## src/gom_consts.vh

```
// Constants for the two-pin output source multiplexer
// Function
// Source 4:2: 000-011 receive, 100 status, 101 reserved, 11x transmit.
// Pin driven only while enable bit 0 is 1; resets to 0, disabled.
// Register-value selection drives the value bit 1, which resets to 0.
// Receive source: 100 lock, 101 pass, 110 frame valid, 111 line valid.
// Receive source select 000 outputs remote pin 0 from that port.
// Receive source select 011 outputs remote pin 3 from that port.
// Status source: 000 value bit, 001 OR of enabled locks, 010 AND.
// Transmit source: 000 AND of selected ports' pass, 001 OR of them.
// Transmit source select 011 outputs the transmit line-valid indication.
// Transmit source: 100 synchronized, 101 interrupt, 111 reserved.
// Pin 2 control byte sits at index 0x12, below pin 3 at 0x13.
// Pin 2 and pin 3 bytes independent; garbled select codes are reserved.
`ifndef GOM_CONSTS_VH
`define GOM_CONSTS_VH

// ----------------------------------------------------------------
// Register indices and address width
// ----------------------------------------------------------------
`define GOM_IDX_PIN2_CTL   8'h12
`define GOM_IDX_PIN3_CTL   8'h13
`define GOM_IDX_RX_ENABLE  8'h20
`define GOM_IDX_TX0_RXSEL  8'h21
`define GOM_IDX_TX1_RXSEL  8'h22
`define GOM_IDX_STATUS     8'h23
`define GOM_ADDR_W         10

// ----------------------------------------------------------------
// Control byte fields
// ----------------------------------------------------------------
`define GOM_EN_BIT         0
`define GOM_VAL_BIT        1
`define GOM_SRC_LSB        2
`define GOM_SRC_MSB        4
`define GOM_SEL_LSB        5
`define GOM_SEL_MSB        7
`define GOM_CTL_RESET      8'h00
`define GOM_MASK_RESET     4'h0

// ----------------------------------------------------------------
// Source codes
// ----------------------------------------------------------------
`define GOM_SRC_STATUS     3'h4
`define GOM_SRC_RESV       3'h5
`define GOM_SRC_TX0        3'h6
`define GOM_SRC_TX1        3'h7

// ----------------------------------------------------------------
// Signal select codes
// ----------------------------------------------------------------
`define GOM_RX_PIN0        3'h0
`define GOM_RX_PIN3        3'h3
`define GOM_RX_LOCK        3'h4
`define GOM_RX_PASS        3'h5
`define GOM_RX_FV          3'h6
`define GOM_RX_LV          3'h7
`define GOM_ST_VALUE       3'h0
`define GOM_ST_LOCK_OR     3'h1
`define GOM_ST_LOCK_AND    3'h2
`define GOM_TX_PASS_AND    3'h0
`define GOM_TX_PASS_OR     3'h1
`define GOM_TX_LV          3'h3
`define GOM_TX_SYNC        3'h4
`define GOM_TX_IRQ         3'h5

`endif

```

## src/gom_pin_mux.v

```verilog
// Source and signal selection for one output pin
`timescale 1ns/1ps
`include "gom_consts.vh"

module gom_pin_mux (
  // Control byte of this pin
  input  wire [7:0]  ctl,
  // Receive port signals
  input  wire [15:0] rxRemotePins,
  input  wire [3:0]  rxLock,
  input  wire [3:0]  rxPass,
  input  wire [3:0]  rxFrameValid,
  input  wire [3:0]  rxLineValid,
  // Aggregated status
  input  wire        devLockOr,
  input  wire        devLockAnd,
  input  wire [1:0]  txPassAnd,
  input  wire [1:0]  txPassOr,
  // Transmit port signals
  input  wire [1:0]  txLineValid,
  input  wire [1:0]  txSync,
  input  wire [1:0]  txIrq,
  // Selected level
  output reg         level
);

  wire [2:0] srcSel = ctl[`GOM_SRC_MSB:`GOM_SRC_LSB];
  wire [2:0] sigSel = ctl[`GOM_SEL_MSB:`GOM_SEL_LSB];
  wire       tx     = srcSel[0];

  // Bit of a four-wide vector picked by a port number
  function pick4;
    input [3:0] vec;
    input [1:0] idx;
    begin
      pick4 = vec[idx];
    end
  endfunction

  always @* begin
    level = 1'b0;
    if (srcSel[2] == 1'b0) begin
      case (sigSel)
        `GOM_RX_PIN0: level = rxRemotePins[{srcSel[1:0], 2'h0}];
        `GOM_RX_PIN3: level = rxRemotePins[{srcSel[1:0], 2'h3}];
        `GOM_RX_LOCK: level = pick4(rxLock, srcSel[1:0]);
        `GOM_RX_PASS: level = pick4(rxPass, srcSel[1:0]);
        `GOM_RX_FV:   level = pick4(rxFrameValid, srcSel[1:0]);
        `GOM_RX_LV:   level = pick4(rxLineValid, srcSel[1:0]);
        default:      level = 1'b0;
      endcase
    end else if (srcSel == `GOM_SRC_STATUS) begin
      case (sigSel)
        `GOM_ST_VALUE:    level = ctl[`GOM_VAL_BIT];
        `GOM_ST_LOCK_OR:  level = devLockOr;
        `GOM_ST_LOCK_AND: level = devLockAnd;
        default:          level = 1'b0;
      endcase
    end else if (srcSel != `GOM_SRC_RESV) begin
      case (sigSel)
        `GOM_TX_PASS_AND: level = txPassAnd[tx];
        `GOM_TX_PASS_OR:  level = txPassOr[tx];
        `GOM_TX_LV:       level = txLineValid[tx];
        `GOM_TX_SYNC:     level = txSync[tx];
        `GOM_TX_IRQ:      level = txIrq[tx];
        default:          level = 1'b0;
      endcase
    end
  end

endmodule // gom_pin_mux

```

## src/gom_top.v

```verilog
// Two-pin output source multiplexer with APB register slave
//
// Decided for this implementation: the APB register port.
`timescale 1ns/1ps
`include "gom_consts.vh"

module gom_top (
  // Clock and reset
  input  wire        clk,
  input  wire        arst_n,
  // APB slave
  input  wire        psel,
  input  wire        penable,
  input  wire        pwrite,
  input  wire [9:0]  paddr,
  input  wire [31:0] pwdata,
  input  wire [3:0]  pstrb,
  output wire        pready,
  output reg  [31:0] prdata,
  output wire        pslverr,
  // Receive port signals
  input  wire [15:0] rxRemotePins,
  input  wire [3:0]  rxLock,
  input  wire [3:0]  rxPass,
  input  wire [3:0]  rxFrameValid,
  input  wire [3:0]  rxLineValid,
  // Transmit port signals
  input  wire [1:0]  txLineValid,
  input  wire [1:0]  txSync,
  input  wire [1:0]  txIrq,
  // Pin 2 output driver
  output wire        pin2Out,
  output wire        pin2OutEn,
  // Pin 3 output driver
  output wire        pin3Out,
  output wire        pin3OutEn
);

  // ----------------------------------------------------------------
  // Register state
  // ----------------------------------------------------------------
  reg  [7:0] pin2OutputControl_q;
  reg  [7:0] pin3OutputControl_q;
  reg  [3:0] rxEnable_q;
  reg  [3:0] tx0RxSel_q;
  reg  [3:0] tx1RxSel_q;
  reg  [7:0] pin2OutputControl_d;
  reg  [7:0] pin3OutputControl_d;
  reg  [3:0] rxEnable_d;
  reg  [3:0] tx0RxSel_d;
  reg  [3:0] tx1RxSel_d;

  // Pin drivers held in flops
  reg        pin2Out_q;
  reg        pin2OutEn_q;
  reg        pin3Out_q;
  reg        pin3OutEn_q;

  wire       pin2Level;
  wire       pin3Level;

  // ----------------------------------------------------------------
  // APB decode
  // ----------------------------------------------------------------
  // Printed offsets are word indices; byte address is four times that
  wire [7:0] wordIdx  = paddr[9:2];
  wire       aligned  = (paddr[1:0] == 2'h0);
  wire       access   = psel & penable;
  wire       wrStrobe = access & pwrite;

  // Index recognised by this slave
  function isMapped;
    input [7:0] idx;
    begin
      case (idx)
        `GOM_IDX_PIN2_CTL:  isMapped = 1'b1;
        `GOM_IDX_PIN3_CTL:  isMapped = 1'b1;
        `GOM_IDX_RX_ENABLE: isMapped = 1'b1;
        `GOM_IDX_TX0_RXSEL: isMapped = 1'b1;
        `GOM_IDX_TX1_RXSEL: isMapped = 1'b1;
        `GOM_IDX_STATUS:    isMapped = 1'b1;
        default:            isMapped = 1'b0;
      endcase
    end
  endfunction

  wire       hit    = aligned & isMapped(wordIdx);
  wire       wrLane = pstrb[0];
  wire       doWr   = wrStrobe & hit & wrLane;

  // Zero wait states keeps the master simple
  assign pready  = 1'b1;
  assign pslverr = access & ~hit;

  // ----------------------------------------------------------------
  // Aggregated status terms
  // ----------------------------------------------------------------
  // AND terms need at least one contributor, else they read low
  wire       anyRxEn    = |rxEnable_q;
  wire       devLockOr  = |(rxLock & rxEnable_q);
  wire       devLockAnd = anyRxEn & (&(rxLock | ~rxEnable_q));
  wire [1:0] txPassAnd;
  wire [1:0] txPassOr;

  assign txPassAnd[0] = (|tx0RxSel_q) & (&(rxPass | ~tx0RxSel_q));
  assign txPassAnd[1] = (|tx1RxSel_q) & (&(rxPass | ~tx1RxSel_q));
  assign txPassOr[0]  = |(rxPass & tx0RxSel_q);
  assign txPassOr[1]  = |(rxPass & tx1RxSel_q);

  // ----------------------------------------------------------------
  // Register write path
  // ----------------------------------------------------------------
  always @* begin
    pin2OutputControl_d = pin2OutputControl_q;
    pin3OutputControl_d = pin3OutputControl_q;
    rxEnable_d          = rxEnable_q;
    tx0RxSel_d          = tx0RxSel_q;
    tx1RxSel_d          = tx1RxSel_q;
    if (doWr) begin
      case (wordIdx)
        `GOM_IDX_PIN2_CTL:  pin2OutputControl_d = pwdata[7:0];
        `GOM_IDX_PIN3_CTL:  pin3OutputControl_d = pwdata[7:0];
        `GOM_IDX_RX_ENABLE: rxEnable_d          = pwdata[3:0];
        `GOM_IDX_TX0_RXSEL: tx0RxSel_d          = pwdata[3:0];
        `GOM_IDX_TX1_RXSEL: tx1RxSel_d          = pwdata[3:0];
        default:            rxEnable_d          = rxEnable_q;
      endcase
    end
  end

  always @(posedge clk or negedge arst_n) begin
    if (!arst_n) begin
      pin2OutputControl_q <= `GOM_CTL_RESET;
      pin3OutputControl_q <= `GOM_CTL_RESET;
      rxEnable_q          <= `GOM_MASK_RESET;
      tx0RxSel_q          <= `GOM_MASK_RESET;
      tx1RxSel_q          <= `GOM_MASK_RESET;
    end else begin
      pin2OutputControl_q <= pin2OutputControl_d;
      pin3OutputControl_q <= pin3OutputControl_d;
      rxEnable_q          <= rxEnable_d;
      tx0RxSel_q          <= tx0RxSel_d;
      tx1RxSel_q          <= tx1RxSel_d;
    end
  end

  // ----------------------------------------------------------------
  // Register read path
  // ----------------------------------------------------------------
  // Status word shows live aggregate terms and the pin drivers
  wire [31:0] statusWord = {20'h00000,
                            pin3OutEn_q, pin3Out_q,
                            pin2OutEn_q, pin2Out_q,
                            txPassOr, txPassAnd,
                            devLockAnd, devLockOr,
                            2'h0};

  reg  [31:0] readWord;

  always @* begin
    readWord = 32'h00000000;
    case (wordIdx)
      `GOM_IDX_PIN2_CTL:  readWord = {24'h000000, pin2OutputControl_q};
      `GOM_IDX_PIN3_CTL:  readWord = {24'h000000, pin3OutputControl_q};
      `GOM_IDX_RX_ENABLE: readWord = {28'h0000000, rxEnable_q};
      `GOM_IDX_TX0_RXSEL: readWord = {28'h0000000, tx0RxSel_q};
      `GOM_IDX_TX1_RXSEL: readWord = {28'h0000000, tx1RxSel_q};
      `GOM_IDX_STATUS:    readWord = statusWord;
      default:            readWord = 32'h00000000;
    endcase
  end

  // Loaded in the setup phase; status bits lag by one cycle
  always @(posedge clk or negedge arst_n) begin
    if (!arst_n) begin
      prdata <= 32'h00000000;
    end else if (psel & ~penable & ~pwrite & aligned) begin
      prdata <= readWord;
    end else begin
      prdata <= 32'h00000000;
    end
  end

  // ----------------------------------------------------------------
  // Per-pin selection
  // ----------------------------------------------------------------
  gom_pin_mux uPin2Mux (
    .ctl          (pin2OutputControl_q),
    .rxRemotePins (rxRemotePins),
    .rxLock       (rxLock),
    .rxPass       (rxPass),
    .rxFrameValid (rxFrameValid),
    .rxLineValid  (rxLineValid),
    .devLockOr    (devLockOr),
    .devLockAnd   (devLockAnd),
    .txPassAnd    (txPassAnd),
    .txPassOr     (txPassOr),
    .txLineValid  (txLineValid),
    .txSync       (txSync),
    .txIrq        (txIrq),
    .level        (pin2Level)
  );

  gom_pin_mux uPin3Mux (
    .ctl          (pin3OutputControl_q),
    .rxRemotePins (rxRemotePins),
    .rxLock       (rxLock),
    .rxPass       (rxPass),
    .rxFrameValid (rxFrameValid),
    .rxLineValid  (rxLineValid),
    .devLockOr    (devLockOr),
    .devLockAnd   (devLockAnd),
    .txPassAnd    (txPassAnd),
    .txPassOr     (txPassOr),
    .txLineValid  (txLineValid),
    .txSync       (txSync),
    .txIrq        (txIrq),
    .level        (pin3Level)
  );

  // ----------------------------------------------------------------
  // Pin drivers
  // ----------------------------------------------------------------
  // Level forced low while disabled so a later enable starts clean
  always @(posedge clk or negedge arst_n) begin
    if (!arst_n) begin
      pin2Out_q   <= 1'b0;
      pin2OutEn_q <= 1'b0;
      pin3Out_q   <= 1'b0;
      pin3OutEn_q <= 1'b0;
    end else begin
      pin2OutEn_q <= pin2OutputControl_q[`GOM_EN_BIT];
      pin2Out_q   <= pin2OutputControl_q[`GOM_EN_BIT] & pin2Level;
      pin3OutEn_q <= pin3OutputControl_q[`GOM_EN_BIT];
      pin3Out_q   <= pin3OutputControl_q[`GOM_EN_BIT] & pin3Level;
    end
  end

  assign pin2Out   = pin2Out_q;
  assign pin2OutEn = pin2OutEn_q;
  assign pin3Out   = pin3Out_q;
  assign pin3OutEn = pin3OutEn_q;

endmodule // gom_top
```

## config.mk

```make
export PLATFORM = sky130hd
export DESIGN_NAME = gom_top
export DESIGN_NICKNAME = d
export VERILOG_FILES = /design/src/gom_pin_mux.v /design/src/gom_top.v
export VERILOG_INCLUDE_DIRS = /design/src /design/src/src
export SDC_FILE = /design/constraint.sdc
export NUM_CORES = 1
export LEC_CHECK = 0
export ABC_AREA = 0
export BUFFER_PORTS_ARGS = -buffer_cell sky130_fd_sc_hd__buf_4
export CAP_MARGIN = 20
export CORE_MARGIN = 2
export CORE_UTILIZATION = 48
export DETAILED_ROUTE_END_ITERATION = 10
export PLACE_DENSITY = 0.81
export SYNTH_ARGS = -nofsm -noshare
export SYNTH_HDL_FRONTEND = slang
export SYNTH_SLANG_ARGS = --single-unit
```

## constraint.sdc

```tcl
create_clock -name clk -period 2.3 [get_ports clk]
set_input_delay 0.46 -clock clk [delete_from_list [all_inputs] [get_ports clk]]
set_output_delay 0.46 -clock clk [all_outputs]
set_load 0.01 [all_outputs]
```

==> results.rst <==
.. list-table::
   :header-rows: 1

   * - Metric
     - Value
   * - Average cell area after synthesis
     - ~10 µm²
   * - Crit path capture type
     - primary output
   * - TritonCTS clock tree
     - built
   * - Placement Cell Area
     - about 3500 µm²
   * - TritonRoute pass-1 iters
     - 5
   * - Total leakage power
     - around 1.7 nW
   * - Effective utilization at floorplan
     - 0.497
   * - Worst-case headroom to the max-slew limit
     - 0.621
   * - Count of flip-flops with a built-in enable after synthesis
     - 0
   * - Drt initial violations
     - between 200 and 250
   * - Number of max-capacitance violations reported
     - 0
   * - Cell with the most instances after synthesis
     - sky130_fd_sc_hd__dfrtp_1
   * - Gpl congestion
     - roughly 0.93
   * - Tightest Pin Transition
     - roughly 0.57 ns
   * - Most frequent cells after synthesis
     - sky130_fd_sc_hd__dfrtp_1 (44), sky130_fd_sc_hd__mux2_2 (31), sky130_fd_sc_hd__buf_4 (21)
   * - Final critical path time including I/O delays and setup
     - between 2 and 2.5 ns
   * - Type of the most critical hold path
     - in -> async
   * - Vias per std cell
     - between 5 and 6
   * - Total design power
     - 1.58 mW
   * - Post-synthesis instance total
     - 283
   * - Required time at the worst-slack endpoint
     - 1.84 ns
   * - Maximum vdd drop
     - 407 µV
   * - Count of antenna diodes in the layout
     - 0
   * - Yosys top cell area share
     - 0.374
   * - Fin. Hold Viols
     - 0
   * - Cell chosen for the clock root
     - sky130_fd_sc_hd__clkbuf_8
   * - Rows
     - 28
   * - Critical path, cell by cell
     - buf_6, or4_4, or3b_4, nand2_4, a21oi_2, buf_4
   * - CTS Hold Buffers Added
     - 0
   * - Cell taking the most area after synthesis
     - sky130_fd_sc_hd__dfrtp_1
   * - #FFs+latches synth
     - 44
   * - Setup violators final
     - 0
   * - Worst setup SP type
     - primary input
   * - Antenna violations before repair
     - 0
   * - Average wire per standard cell
     - ~17 µm
   * - Data arrival time of the worst path
     - approximately 1.8 ns
   * - Most frequently used flop master after synthesis
     - sky130_fd_sc_hd__dfrtp_1
   * - Critical path type
     - in -> out
   * - Area growth from synthesis to layout
     - 24.3%
   * - Post-synthesis sequential area ratio
     - 0.374
   * - CP Launch Point
     - paddr[8]
   * - Cell family with the largest share of critical-path delay
     - simple AND/OR/NAND/NOR gates
   * - Clock Latency Late Sink
     - 0.29 ns
   * - Cells on worst reg2reg path
     - 6
   * - Number of sinks handled by clock tree synthesis
     - between 40 and 50
   * - Setup repair after global routing missed its margin
     - no
   * - Asr flop ratio synth
     - 1.00
   * - Number of port buffers
     - 70
   * - Number of CTS-inserted buffers
     - 5
   * - Total non-filler cell area in the finished layout
     - around 3700 µm²
   * - Vias in the first global route
     - between 2000 and 2500
   * - Nets@finish
     - about 440
   * - Global-route congestion overflow total
     - 0
   * - Die H
     - between 80 and 90 µm
   * - DRC
     - 0
   * - Total I/O pin count
     - 127
   * - Floorplan Core Area
     - 5920 µm²
   * - Total via count in the routed design
     - between 2000 and 2500
   * - Highest Clock Rate
     - 0.448 GHz
   * - Final period utilization
     - 0.971
   * - Cell area power density
     - 431 nW/µm²
   * - Outcome
     - complete, no violations
   * - Worst path depth
     - 6
   * - CTS H-Tree Depth
     - 2
   * - Max Buffers Root-to-Sink
     - 2
   * - Max-slew violation total from the final report
     - 0
   * - Post-synthesis cell type count
     - 42
   * - Utilization of the core after routing
     - 0.617
   * - Worst path bufs/invs
     - 2
   * - Largest net degree at the start of global routing
     - between 40 and 50
   * - Leading cell types by total area after synthesis
     - sky130_fd_sc_hd__dfrtp_1 (37%), sky130_fd_sc_hd__mux2_2 (12%), sky130_fd_sc_hd__mux4_2 (11%)
   * - Crit-path max FO
     - 3
   * - Yosys warnings
     - 0
   * - Global-route wire length before repair
     - roughly 11 mm
   * - Reg-to-reg critical path startpoint
     - pin3OutputControl_q[2]
   * - Share of final-layout standard cells stronger than drive strength 1
     - 0.406
   * - Die W
     - approximately 82 µm
   * - Clock-pin slew of the registers on the worst-case setup and hold paths
     - approximately 0.09 ns
   * - Final wirelength
     - slightly above 7 mm
   * - Die area
     - 6770 µm²
   * - Number of nets still failing antenna checks after routing
     - 0
   * - Library cell contributing the largest single delay on the critical path
     - sky130_fd_sc_hd__or4_4
   * - Total GRT Usage
     - 0.214
   * - Worst stage delay on the critical path
     - roughly 0.54 ns
   * - Layout filler cell count
     - 494
   * - Synthesized cell area
     - approximately 3000 µm²
   * - Final Hold Slack
     - between 0.15 and 0.2 ns
   * - Half-perimeter wire length of the detailed placement result
     - between 5 and 6 mm
   * - Skew final
     - 0.00829 ns
## worst register-to-register path, cell delays in order, from the launching register on
cell                        delay (ns)
sky130_fd_sc_hd__dfrtp_1          0.41
sky130_fd_sc_hd__buf_4            0.26
sky130_fd_sc_hd__mux4_2           0.55
sky130_fd_sc_hd__a32oi_1          0.19
sky130_fd_sc_hd__nand4_1          0.10
sky130_fd_sc_hd__o2111ai_1        0.13
sky130_fd_sc_hd__a31oi_1          0.13
## final timing paths
| kind | end | slack [ns] |
|---|---|---|
| max | pslverr | 0.07 |
| min | prdata[1] | 0.15 |
| max reg2reg | pin3Out | 0.42 |
| min reg2reg | pin2OutEn | 0.49 |
| max in group asynchronous | pin2OutputControl_q[4] | 1.77 |
| min in group clk | pin2OutputControl_q[6] | 0.38 |
## cell families (layout without fill, tap and decap cells)
family          after synthesis  count (layout)  share of synthesized area
flops                        44              44                      0.374
other cells                   2              21                    0.00255
compound gates               49              49                      0.112
simple gates                 87              87                      0.163
mux                          55              55                      0.260
buf+inv                      46              99                     0.0868
## placed cells by master, fill, tap and decap left out, types with 8 or more instances in the layout
cell / n
sky130_fd_sc_hd__a21oi_1: 9
sky130_fd_sc_hd__mux2_2: 31
sky130_fd_sc_hd__a22oi_1: 8
sky130_fd_sc_hd__nor2_1: 18
sky130_fd_sc_hd__conb_1: 21
sky130_fd_sc_hd__dfrtp_1: 44
sky130_fd_sc_hd__inv_1: 9
sky130_fd_sc_hd__mux2i_1: 9
sky130_fd_sc_hd__nand2_1: 19
sky130_fd_sc_hd__buf_4: 80
sky130_fd_sc_hd__nor3_1: 9
sky130_fd_sc_hd__o21ai_0: 10
sky130_fd_sc_hd__mux4_2: 14
## metrics by stage
stage               instances  TNS (ns)  setup WS (ns)
floorplan                 302         0        0.00809
global placement          421     -2.75         -0.172
global route              430         0         0.0234
finish                    430         0         0.0670
detailed placement        421     -2.80         -0.185
CTS                       431   -0.0235        -0.0235
## routing by layer
metal  routed length (µm)  vias to the layer above  GRT usage  part of all wire
met3                  644                        8     0.0391             0.090
met5                    0                        -          0                 0
li1                     -                     1152          -                 -
met2                 3500                      153      0.340              0.49
met4                   55                        0     0.0467            0.0077
met1                 2960                     1160      0.306              0.41
## sequential cells by signal, summed over array words and instances, names as in the netlist
register / flops
pin2OutputControl_q: 8
tx0RxSel_q: 4
pin3OutEn: 1
tx1RxSel_q: 4
prdata: 12
pin3Out: 1
rxEnable_q: 4
pin2Out: 1
pin3OutputControl_q: 8
pin2OutEn: 1
## where the power goes
part           internal, mW  total, mW  switching, mW
sequential            0.774      0.776        0.00234
combinational        0.0935      0.184         0.0906
clock                 0.355      0.617          0.261
## repair_timing
item                       in CTS  in global routing
setup endpoints to repair       1                  1
cloned                          0                  0
pin swaps                       4                  2
setup buffers                   2                  0
gates resized for setup         7                  0
## cell type report
class / count / area [µm²] / area share
clock buffers: 6 / 82.6 / 0.0226
flip-flops and latches: 44 / 1100 / 0.301
repair buffers: 82 / 632 / 0.173
inverters: 9 / 33.8 / 0.00924
well taps: 75 / 93.8 / 0.0257
multi-input cells: 212 / 1670 / 0.458
clock inverters: 2 / 38.8 / 0.0106
No activity file was read; power rests on OpenSTA's default activity.
